**src/common/port_b_pkg.sv**
```systemverilog
package port_b_pkg;

    // Register indices; byte address is four times the index
    localparam logic [7:0]  IDX_DATA    = 8'h01;
    localparam logic [7:0]  IDX_DIR     = 8'h05;
    localparam logic [7:0]  IDX_PULL    = 8'h11;
    localparam logic [7:0]  IDX_OPT     = 8'h20;
    localparam logic [7:0]  IDX_NONE    = 8'hff;

    // Field layout
    localparam logic [7:0]  IMPL_MASK   = 8'h3f;
    localparam logic [7:0]  BONDED_MASK = 8'h0c;
    localparam int unsigned BOND_LO     = 2;
    localparam int unsigned BOND_HI     = 3;

    // Values after reset
    localparam logic [7:0]  DIR_RST     = 8'h00;
    localparam logic [7:0]  PULL_RST    = 8'h00;
    localparam logic [1:0]  PIN_RST     = 2'h0;
    localparam logic [31:0] RDATA_RST   = 32'h0000_0000;

    // Bus encodings
    localparam logic [2:0]  HSIZE_WORD  = 3'h2;
    localparam logic        HRESP_OKAY  = 1'h0;

    typedef struct packed {
        logic       en;
        logic [7:0] idx;
        logic [7:0] data;
    } reg_wr_type;

    typedef struct packed {
        logic [1:0] oe;
        logic [1:0] out;
        logic [1:0] pull;
    } pin_ctl_type;

    function automatic logic [7:0] idx_of(input logic [31:0] addr);
        idx_of = (addr[31:10] == 22'h0 && addr[1:0] == 2'h0) ? addr[9:2] : IDX_NONE;
    endfunction

    function automatic logic [31:0] addr_of(input logic [7:0] idx);
        addr_of = {22'h0, idx, 2'h0};
    endfunction

endpackage

```
**src/design/port_b_ahb_slave.sv**
```systemverilog
`timescale 1ns/1ps
`default_nettype none

module port_b_ahb_slave (
    input  wire logic                   hclk,
    input  wire logic                   hresetn,
    input  wire logic                   ce,
    input  wire logic                   hsel,
    input  wire logic [31:0]            haddr,
    input  wire logic [1:0]             htrans,
    input  wire logic                   hwrite,
    input  wire logic [2:0]             hsize,
    input  wire logic [31:0]            hwdata,
    input  wire logic                   hready,
    input  wire logic [7:0]             rdata,
    output logic                        hreadyout,
    output logic [31:0]                 hrdata,
    output logic                        hresp,
    output port_b_pkg::reg_wr_type      wr,
    output logic                        rd_now,
    output logic [7:0]                  rd_idx
);
    import port_b_pkg::*;

    wire logic take;
    logic      wr_pend_q;
    logic      rd_pend_q;
    logic [7:0] idx_q;

    // Only whole-word transfers are taken; others complete OKAY with no effect
    assign take = hsel & htrans[1] & hready & (hsize == HSIZE_WORD);

    assign wr.en   = wr_pend_q;
    assign wr.idx  = idx_q;
    assign wr.data = hwdata[7:0];
    assign rd_now  = rd_pend_q;
    assign rd_idx  = idx_q;

    // Reads take one wait state so a write just before is seen
    always_ff @(posedge hclk or negedge hresetn) begin
        if (!hresetn) begin
            wr_pend_q <= 1'b0;
            rd_pend_q <= 1'b0;
            idx_q     <= IDX_NONE;
            hreadyout <= 1'b1;
            hrdata    <= RDATA_RST;
            hresp     <= HRESP_OKAY;
        end else if (ce) begin
            wr_pend_q <= take & hwrite;
            rd_pend_q <= take & ~hwrite;
            hreadyout <= ~(take & ~hwrite);
            hresp     <= HRESP_OKAY;
            if (take) begin
                idx_q <= idx_of(haddr);
            end
            if (rd_pend_q) begin
                hrdata <= {24'h0, rdata};
            end
        end
    end

endmodule // port_b_ahb_slave

`default_nettype wire

```
**src/design/port_b_direction_pulldown.sv**
```systemverilog
// Register access over AHB-Lite was decided locally.
`timescale 1ns/1ps
`default_nettype none

module port_b_direction_pulldown (
    input  wire logic        hclk,
    input  wire logic        hresetn,
    input  wire logic        ce,
    input  wire logic        hsel,
    input  wire logic [31:0] haddr,
    input  wire logic [1:0]  htrans,
    input  wire logic        hwrite,
    input  wire logic [2:0]  hsize,
    input  wire logic [31:0] hwdata,
    input  wire logic        hready,
    output logic             hreadyout,
    output logic [31:0]      hrdata,
    output logic             hresp,
    input  wire logic [1:0]  pin_in,
    output logic [1:0]       pin_out,
    output logic [1:0]       pin_oe,
    output logic [1:0]       pin_pulldown_en,
    input  wire logic        reset_pulldown_disable_option
);
    import port_b_pkg::*;

    reg_wr_type  wr;
    logic        rd_now;
    logic [7:0]  rd_idx;

    logic [7:0]  dir_q;
    logic [7:0]  dir_d;
    logic [7:0]  inhibit_q;
    logic [7:0]  inhibit_d;
    logic [7:0]  latch_q;
    logic [7:0]  latch_d;
    logic        force_q;
    logic        force_d;
    logic        strap_q;
    logic        cap_done_q;
    pin_ctl_type pins_q;
    pin_ctl_type pins_d;

    wire logic [7:0] pin_lvl;
    wire logic [7:0] rd_val;
    wire logic [7:0] oe_all;
    wire logic [7:0] pd_all;
    wire logic [7:0] opt_val;
    wire logic [7:0] rdata;
    wire logic       wr_data;
    wire logic       wr_dir;
    wire logic       wr_pull;

    port_b_ahb_slave u_bus (
        .hclk      (hclk),
        .hresetn   (hresetn),
        .ce        (ce),
        .hsel      (hsel),
        .haddr     (haddr),
        .htrans    (htrans),
        .hwrite    (hwrite),
        .hsize     (hsize),
        .hwdata    (hwdata),
        .hready    (hready),
        .rdata     (rdata),
        .hreadyout (hreadyout),
        .hrdata    (hrdata),
        .hresp     (hresp),
        .wr        (wr),
        .rd_now    (rd_now),
        .rd_idx    (rd_idx)
    );

    // Unbonded bits have no pin; as inputs their pulldown holds them low
    assign pin_lvl = {4'h0, pin_in, 2'h0};

    assign wr_data = wr.en & (wr.idx == IDX_DATA);
    assign wr_dir  = wr.en & (wr.idx == IDX_DIR);
    assign wr_pull = wr.en & (wr.idx == IDX_PULL);

    // Latch takes every data write whatever the direction
    assign latch_d   = wr_data ? (wr.data & IMPL_MASK) : latch_q;
    // All six direction bits are storage, bonded or not
    assign dir_d     = wr_dir ? (wr.data & IMPL_MASK) : dir_q;
    // Only bonded positions keep an inhibit bit
    assign inhibit_d = wr_pull ? (wr.data & BONDED_MASK) : inhibit_q;
    // Reset option holds pulldowns off until software first writes the pulldown register
    assign force_d   = cap_done_q ? (force_q & ~wr_pull) : strap_q;

    port_b_pin_logic u_pin (
        .dir       (dir_d),
        .latch     (latch_d),
        .inhibit   (inhibit_d),
        .lvl       (pin_lvl),
        .force_off (force_d),
        .rd_val    (rd_val),
        .oe        (oe_all),
        .pd_en     (pd_all)
    );

    assign pins_d.oe   = oe_all[BOND_HI:BOND_LO];
    // Pin level is only driven while the buffer is on, so an input latch never leaks out
    assign pins_d.out  = latch_d[BOND_HI:BOND_LO] & oe_all[BOND_HI:BOND_LO];
    assign pins_d.pull = pd_all[BOND_HI:BOND_LO];

    assign opt_val = {6'h0, strap_q, force_q};

    // Pulldown register is write-only and reads zero; unmapped reads zero too
    assign rdata = (rd_idx == IDX_DATA) ? rd_val :
                   (rd_idx == IDX_DIR)  ? dir_q :
                   (rd_idx == IDX_OPT)  ? opt_val : 8'h00;

    assign pin_oe          = pins_q.oe;
    assign pin_out         = pins_q.out;
    assign pin_pulldown_en = pins_q.pull;

    always_ff @(posedge hclk or negedge hresetn) begin
        if (!hresetn) begin
            dir_q     <= DIR_RST;
            inhibit_q <= PULL_RST;
            pins_q    <= {PIN_RST, PIN_RST, PIN_RST};
        end else if (ce) begin
            dir_q     <= dir_d;
            inhibit_q <= inhibit_d;
            pins_q    <= pins_d;
        end
    end

    // Option is caught once after release, since a flop under reset may only load constants
    always_ff @(posedge hclk or negedge hresetn) begin
        if (!hresetn) begin
            cap_done_q <= 1'b0;
            force_q    <= 1'b1;
        end else if (ce) begin
            cap_done_q <= 1'b1;
            force_q    <= force_d;
        end
    end

    always_ff @(posedge hclk) begin
        if (ce && !cap_done_q) begin
            strap_q <= reset_pulldown_disable_option;
        end
    end

    // No reset on the latch: its contents survive any reset
    always_ff @(posedge hclk) begin
        if (ce) begin
            latch_q <= latch_d;
        end
    end

    property p_dir_reset;
        @(posedge hclk) disable iff (!hresetn)
        !cap_done_q |-> (dir_q[BOND_HI:BOND_LO] == 2'h0) && (pin_oe == 2'h0);
    endproperty
    a_dir_reset: assert property (p_dir_reset) else $error("direction not cleared by reset");

    property p_inhibit_reset;
        @(posedge hclk) disable iff (!hresetn)
        !cap_done_q |-> (inhibit_q[BOND_HI:BOND_LO] == 2'h0);
    endproperty
    a_inhibit_reset: assert property (p_inhibit_reset) else $error("inhibit not cleared");

    property p_oe_follows_dir;
        @(posedge hclk) disable iff (!hresetn)
        (ce && wr_dir) |=> (pin_oe == $past(wr.data[BOND_HI:BOND_LO])) &&
            (dir_q[BOND_HI:BOND_LO] == pin_oe);
    endproperty
    a_oe_follows_dir: assert property (p_oe_follows_dir) else $error("buffer enable wrong");

    property p_out_mode;
        @(posedge hclk) disable iff (!hresetn)
        (ce && cap_done_q) |=> (pin_oe == dir_q[BOND_HI:BOND_LO]) &&
            ((pin_oe & pin_out) == (pin_oe & latch_q[BOND_HI:BOND_LO]));
    endproperty
    a_out_mode: assert property (p_out_mode) else $error("output pin not showing latch");

    property p_read_output;
        @(posedge hclk) disable iff (!hresetn)
        (ce && rd_now && rd_idx == IDX_DATA) |=>
            ((hrdata[7:0] & $past(dir_q)) == ($past(latch_q) & $past(dir_q)));
    endproperty
    a_read_output: assert property (p_read_output) else $error("output bit read wrong");

    property p_read_input;
        @(posedge hclk) disable iff (!hresetn)
        (ce && rd_now && rd_idx == IDX_DATA) |=>
            ((hrdata[7:0] & ~$past(dir_q)) == ($past(pin_lvl) & ~$past(dir_q)));
    endproperty
    a_read_input: assert property (p_read_input) else $error("input bit read wrong");

    property p_latch_write;
        @(posedge hclk) disable iff (!hresetn)
        (ce && wr_data) |=> (latch_q == ($past(wr.data) & IMPL_MASK)) && $stable(dir_q);
    endproperty
    a_latch_write: assert property (p_latch_write) else $error("latch write lost");

    property p_dir_storage;
        @(posedge hclk) disable iff (!hresetn)
        (ce && wr_dir) |=> ##1 ($past(ce && wr_dir) || dir_q == ($past(wr.data, 2) & IMPL_MASK));
    endproperty
    a_dir_storage: assert property (p_dir_storage) else $error("direction storage lost");

    property p_unbonded_pull;
        @(posedge hclk) disable iff (!hresetn)
        (pd_all & ~BONDED_MASK) == (~dir_d & IMPL_MASK & ~BONDED_MASK);
    endproperty
    a_unbonded_pull: assert property (p_unbonded_pull) else $error("unbonded pulldown off");

    property p_no_pull_on_output;
        @(posedge hclk) disable iff (!hresetn)
        (pin_oe & pin_pulldown_en) == 2'h0;
    endproperty
    a_no_pull_on_output: assert property (p_no_pull_on_output) else $error("pulldown on output");

    property p_inhibit_acts;
        @(posedge hclk) disable iff (!hresetn)
        (ce && wr_pull) |=> ((pin_pulldown_en & inhibit_q[BOND_HI:BOND_LO]) == 2'h0) && !force_q;
    endproperty
    a_inhibit_acts: assert property (p_inhibit_acts) else $error("inhibit ignored");

    property p_option_at_reset;
        @(posedge hclk) disable iff (!hresetn)
        $rose(cap_done_q) |-> (force_q == strap_q) && (!force_q || pin_pulldown_en == 2'h0);
    endproperty
    a_option_at_reset: assert property (p_option_at_reset) else $error("reset option ignored");

    property p_pull_formula;
        @(posedge hclk) disable iff (!hresetn)
        cap_done_q |-> pin_pulldown_en ==
            (~dir_q[BOND_HI:BOND_LO] & ~inhibit_q[BOND_HI:BOND_LO] & {2{~force_q}});
    endproperty
    a_pull_formula: assert property (p_pull_formula) else $error("pulldown enable wrong");

    property p_latch_kept;
        @(posedge hclk) disable iff (!hresetn)
        (ce && !wr_data) |=> $stable(latch_q);
    endproperty
    a_latch_kept: assert property (p_latch_kept) else $error("latch changed unwritten");

    property p_input_no_drive;
        @(posedge hclk) disable iff (!hresetn)
        (pin_out & ~pin_oe) == 2'h0;
    endproperty
    a_input_no_drive: assert property (p_input_no_drive) else $error("input pin driven");

    property p_oe_only_by_dir;
        @(posedge hclk) disable iff (!hresetn)
        (ce && !wr_dir) |=> $stable(pin_oe);
    endproperty
    a_oe_only_by_dir: assert property (p_oe_only_by_dir) else $error("enable moved");

    property p_forced_pull_off;
        @(posedge hclk) disable iff (!hresetn)
        (cap_done_q && force_q) |-> (pin_pulldown_en == 2'h0);
    endproperty
    a_forced_pull_off: assert property (p_forced_pull_off) else $error("forced pulldown on");

    property p_unbonded_no_inhibit;
        @(posedge hclk) disable iff (!hresetn)
        (inhibit_q & ~BONDED_MASK) == 8'h00;
    endproperty
    a_unbonded_no_inhibit: assert property (p_unbonded_no_inhibit) else $error("stray inhibit");

    property p_dir_width;
        @(posedge hclk) disable iff (!hresetn)
        (dir_q & ~IMPL_MASK) == 8'h00;
    endproperty
    a_dir_width: assert property (p_dir_width) else $error("direction upper bits set");

    property p_read_dir;
        @(posedge hclk) disable iff (!hresetn)
        (ce && rd_now && rd_idx == IDX_DIR) |=> (hrdata == {24'h0, $past(dir_q)});
    endproperty
    a_read_dir: assert property (p_read_dir) else $error("direction read wrong");

    property p_inhibit_only_by_write;
        @(posedge hclk) disable iff (!hresetn)
        (ce && !wr_pull) |=> $stable(inhibit_q);
    endproperty
    a_inhibit_only_by_write: assert property (p_inhibit_only_by_write) else $error("inhibit moved");

    property p_data_write_keeps_pins;
        @(posedge hclk) disable iff (!hresetn)
        (ce && wr_data) |=> $stable(pin_oe) && $stable(pin_pulldown_en);
    endproperty
    a_data_write_keeps_pins: assert property (p_data_write_keeps_pins) else $error("pins moved");

    property p_read_unbonded;
        @(posedge hclk) disable iff (!hresetn)
        (ce && rd_now && rd_idx == IDX_DATA) |=>
            ((hrdata[7:0] & ~$past(dir_q) & ~BONDED_MASK) == 8'h00);
    endproperty
    a_read_unbonded: assert property (p_read_unbonded) else $error("unbonded input not low");

endmodule // port_b_direction_pulldown

`default_nettype wire

```
**src/design/port_b_pin_logic.sv**
```systemverilog
`timescale 1ns/1ps
`default_nettype none

module port_b_pin_logic (
    input  wire logic [7:0] dir,
    input  wire logic [7:0] latch,
    input  wire logic [7:0] inhibit,
    input  wire logic [7:0] lvl,
    input  wire logic       force_off,
    output logic      [7:0] rd_val,
    output logic      [7:0] oe,
    output logic      [7:0] pd_en
);
    import port_b_pkg::*;

    wire logic [7:0] bond_off;

    // Direction bit drives the buffer enable directly
    assign oe       = dir & IMPL_MASK;
    // Output bits read the latch, input bits the pin level
    assign rd_val   = ((dir & latch) | (~dir & lvl)) & IMPL_MASK;
    // Unbonded bits have no inhibit, so only bonded bits can be turned off by inhibit or force_off
    assign bond_off = (inhibit | {8{force_off}}) & BONDED_MASK;
    assign pd_en    = ~dir & ~bond_off & IMPL_MASK;

endmodule // port_b_pin_logic

`default_nettype wire

```
**config.mk**
```make
export PLATFORM = sky130hd
export DESIGN_NAME = port_b_direction_pulldown
export DESIGN_NICKNAME = d
export VERILOG_FILES = /design/src/common/port_b_pkg.sv /design/src/design/port_b_ahb_slave.sv /design/src/design/port_b_direction_pulldown.sv /design/src/design/port_b_pin_logic.sv
export SDC_FILE = /design/constraint.sdc
export NUM_CORES = 1
export LEC_CHECK = 0
export BUFFER_PORTS_ARGS = -buffer_cell sky130_fd_sc_hd__buf_4
export CAP_MARGIN = 10
export CORE_MARGIN = 4
export CORE_UTILIZATION = 45
export DETAILED_ROUTE_END_ITERATION = 10
export PLACE_DENSITY = 0.8
export SLEW_MARGIN = 20
export SYNTH_ARGS = -nofsm -noshare
export SYNTH_HDL_FRONTEND = slang
export SYNTH_SLANG_ARGS = --single-unit
export TNS_END_PERCENT = 100
```
**constraint.sdc**
```tcl
create_clock -name hclk -period 2.5 [get_ports hclk]
set_input_delay 0.125 -clock hclk [delete_from_list [all_inputs] [get_ports hclk]]
set_output_delay 0.125 -clock hclk [all_outputs]
set_load 0.01 [all_outputs]
```
==> results by group <==
GRT
  • Initial antenna violation count: 0
  • Congestion Overflow GR: 0
  • First-pass GRT wire length: 8320 µm
  • Gr busiest metal: met2
  • Global Route met1 Usage: 21.3%
  • Largest net degree at the start of global routing: 32
  • Number of global-route vias before repair: 1814
  • Met3 Usage GRT: 4.65%
  • GRT Util Overall: 16.9%
  • M2 GR Usage: 28.9%

Clock tree
  • Latest clock arrival within the worst-skew pair: 0.29 ns
  • Hold Buf Count CTS: 1
  • Setup Buffers After CTS: 0
  • Sink Count: 38
  • Clock buffer depth: 2
  • Clk root buf: clkbuf_8
  • CTS buffer count: 5
  • Cts repair resizes: 0
  • Worst-path clk slew: 0.08 ns
  • TritonCTS clock tree: built
  • H-tree Lvls: 2

Die
  • Starting Density: 47.3%
  • IO Count: 118
  • Die height: 78.9 µm
  • Core box area: 0.00479 mm²
  • Die X: 78.9 µm
  • Cell Rows: 25
  • Die area: 0.00623 mm²

Routing
  • Avg WL per Cell: 14.9 µm
  • Post-route ant nets: 0
  • Via count: 1760
  • WL final: 5130 µm
  • Vias per cell: 5.10
  • DRT Pass-1 Iters: 4
  • DR iter-0 viols: 87
  • DRC Markers: 0

Cells and area
  • Footprint of the multi-input gates: 0.00110 mm²
  • Share of cells above drive strength 1: 40.3%
  • Area grow syn2layout: 23.3%
  • Register area: 998 µm²
  • Post-layout util: 58.3%
  • Most common cell after layout, fill and taps aside: buf_4
  • Non-Filler Instances: 345
  • # fillers: 419
  • Most frequent cells in the layout: buf_4 (66), conb_1 (27), nor2_1 (24), dfrtp_1 (21)
  • Final #Nets: 355
  • Diode count: 0

Yosys
  • Sequential area share after synthesis: 44.1%
  • Yosys reg bits: 38
  • Synthesized area per cell: 10.7 µm²
  • Top_reg_cell synth: dfrtp_1
  • Ys Warns: 0
  • Cells after Synth: 211
  • Post-Syn Area: 0.00226 mm²
  • Distinct cells, synth: 54
  • Async SR Flop Fraction: 81.6%
  • Post-synth EDFFs: 7

STA
  • Fmax: 515 MHz
  • Final hold violation count: 0
  • Final period utilization: 77.7%
  • Setup TNS: 0 ns
  • Final Slew Violations: 0
  • Relative slew slack: 63.7%
  • Minimum clock period: 1.94 ns
  • Final Skew: 0.00770 ns
  • Setup violators final: 0
  • RSZ-0062 raised after global routing: false
  • Least-Margin Pin Slew: 0.540 ns

Placed design
  • Detailed Place HPWL: 4000 µm
  • Port Buffers: 63
  • Inst Count DP: 335
  • RD Place Congestion: 0.792

Critical path
  • WP data required: 2.66 ns
  • Crit-path slowest cell: nor4_4
  • CP arrival: 2.11 ns
  • Type of the worst setup path: reg -> reg
  • CP max FO: 9
  • Worst reg2reg path depth: 4
  • CP Launch Type: flop
  • Worst-path cell chain: nor4_4, nand3_2, a221oi_1, o211ai_1
  • Max incr delay on CP: 0.56 ns
  • Worst setup EP type: flop

Power and ir drop
  • P_leak: 1.23 nW
  • Maximum vdd drop: 0.282 mV
  • Cell Pwr Density: 536 mW/mm²

Flow run
  • Max Cap Viol: 0

Hold path
  • Worst min path class: in -> reg
  • Hold Crit Depth: 2

Outcome
  • Status: complete, no violations
-- kinds of logic (layout without fill, tap and decap cells) --
family | count (synthesis) | in the layout | synth area share (%)
AOI/OAI and AO/OA | 38 | 38 | 13.2
buffers and inverters | 39 | 80 | 11.7
DFF | 38 | 38 | 44.1
muxes | 16 | 16 | 8.40
other | 1 | 27 | 0.166
and+or+nand+nor | 79 | 79 | 22.4
-- path summary, 6_finish.rpt --
check                                     start         endpoint  slack [ns]
worst max-delay path            u_bus.rd_idx[5]  u_bus.hrdata[3]        0.56
worst min-delay path                     hwrite     u_bus.rd_now        0.04
worst max register to register  u_bus.rd_idx[5]  u_bus.hrdata[3]        0.56
worst min register to register  u_bus.hrdata[4]  u_bus.hrdata[4]        0.49
max in group asynchronous               hresetn  u_bus.hreadyout        1.86
min in group asynchronous               hresetn  u_bus.hrdata[1]        0.31
-- flip-flops by register name, indices dropped and copies added, names as in the netlist, 2 cells and up --
name,count
pin_pulldown_en,2
pin_out,2
latch_q,6
u_bus.hrdata,6
inhibit_q,2
u_bus.rd_idx,8
dir_q,5
-- cell type report --
class	count	area share (%)
clock buffer	8	2.87
inverter	4	0.538
multi-input combinational	160	39.3
sequential	38	35.8
tap	67	3.00
timing repair buffer	68	18.5
-- power by group --
part | leakage, nW | total, mW | internal, mW | switching [mW]
Sequential | 0.448 | 0.776 | 0.706 | 0.0706
Combinational | 0.738 | 0.315 | 0.162 | 0.153
Clock | 0.0395 | 0.405 | 0.198 | 0.207
-- per-layer routing --
layer | routed length (µm) | part of all wire (%)
met1 | 2170 | 42
met5 | 0 | 0
met4 | 21 | 0.41
met2 | 2680 | 52
met3 | 258 | 5.0
-- synthesized netlist by cell type (all sizes together) (4+ instances only) --
library cell   n  area (µm²)
buf           33         243
o21ai          4        20.0
mux2          12         150
and2           4        25.0
nand2         12        45.0
mux2i          4        40.0
dfrtp         21         526
nand4          4        25.0
inv            4        15.0
a21oi         12        60.1
nand3          6        47.6
edfxtp         7         210
nor4           7        58.8
dfstp         10         263
nor2          25         101
-- critical path: cells and delay by family (launching register included) --
kind | cells | cell delay [ns]
AO/OA/AOI/OAI | 2 | 0.49
flip-flops | 1 | 0.44
AND/OR/NAND/NOR | 2 | 0.88
-- per-stage QoR --
step	area [µm²]	worst slack (ns)	power [mW]	hold slack (ns)
2_1_floorplan	2360	0.675	0.991	-0.171
3_3_place_gp	2690	0.587	1.09	0.0797
3_5_place_dp	2690	0.568	1.10	0.0849
4_1_cts	2780	0.566	1.51	0.00419
5_1_grt	2790	0.460	1.58	0.0233
6_report	2790	0.558	1.50	0.0427
No activity file was read; power rests on OpenSTA's default activity.
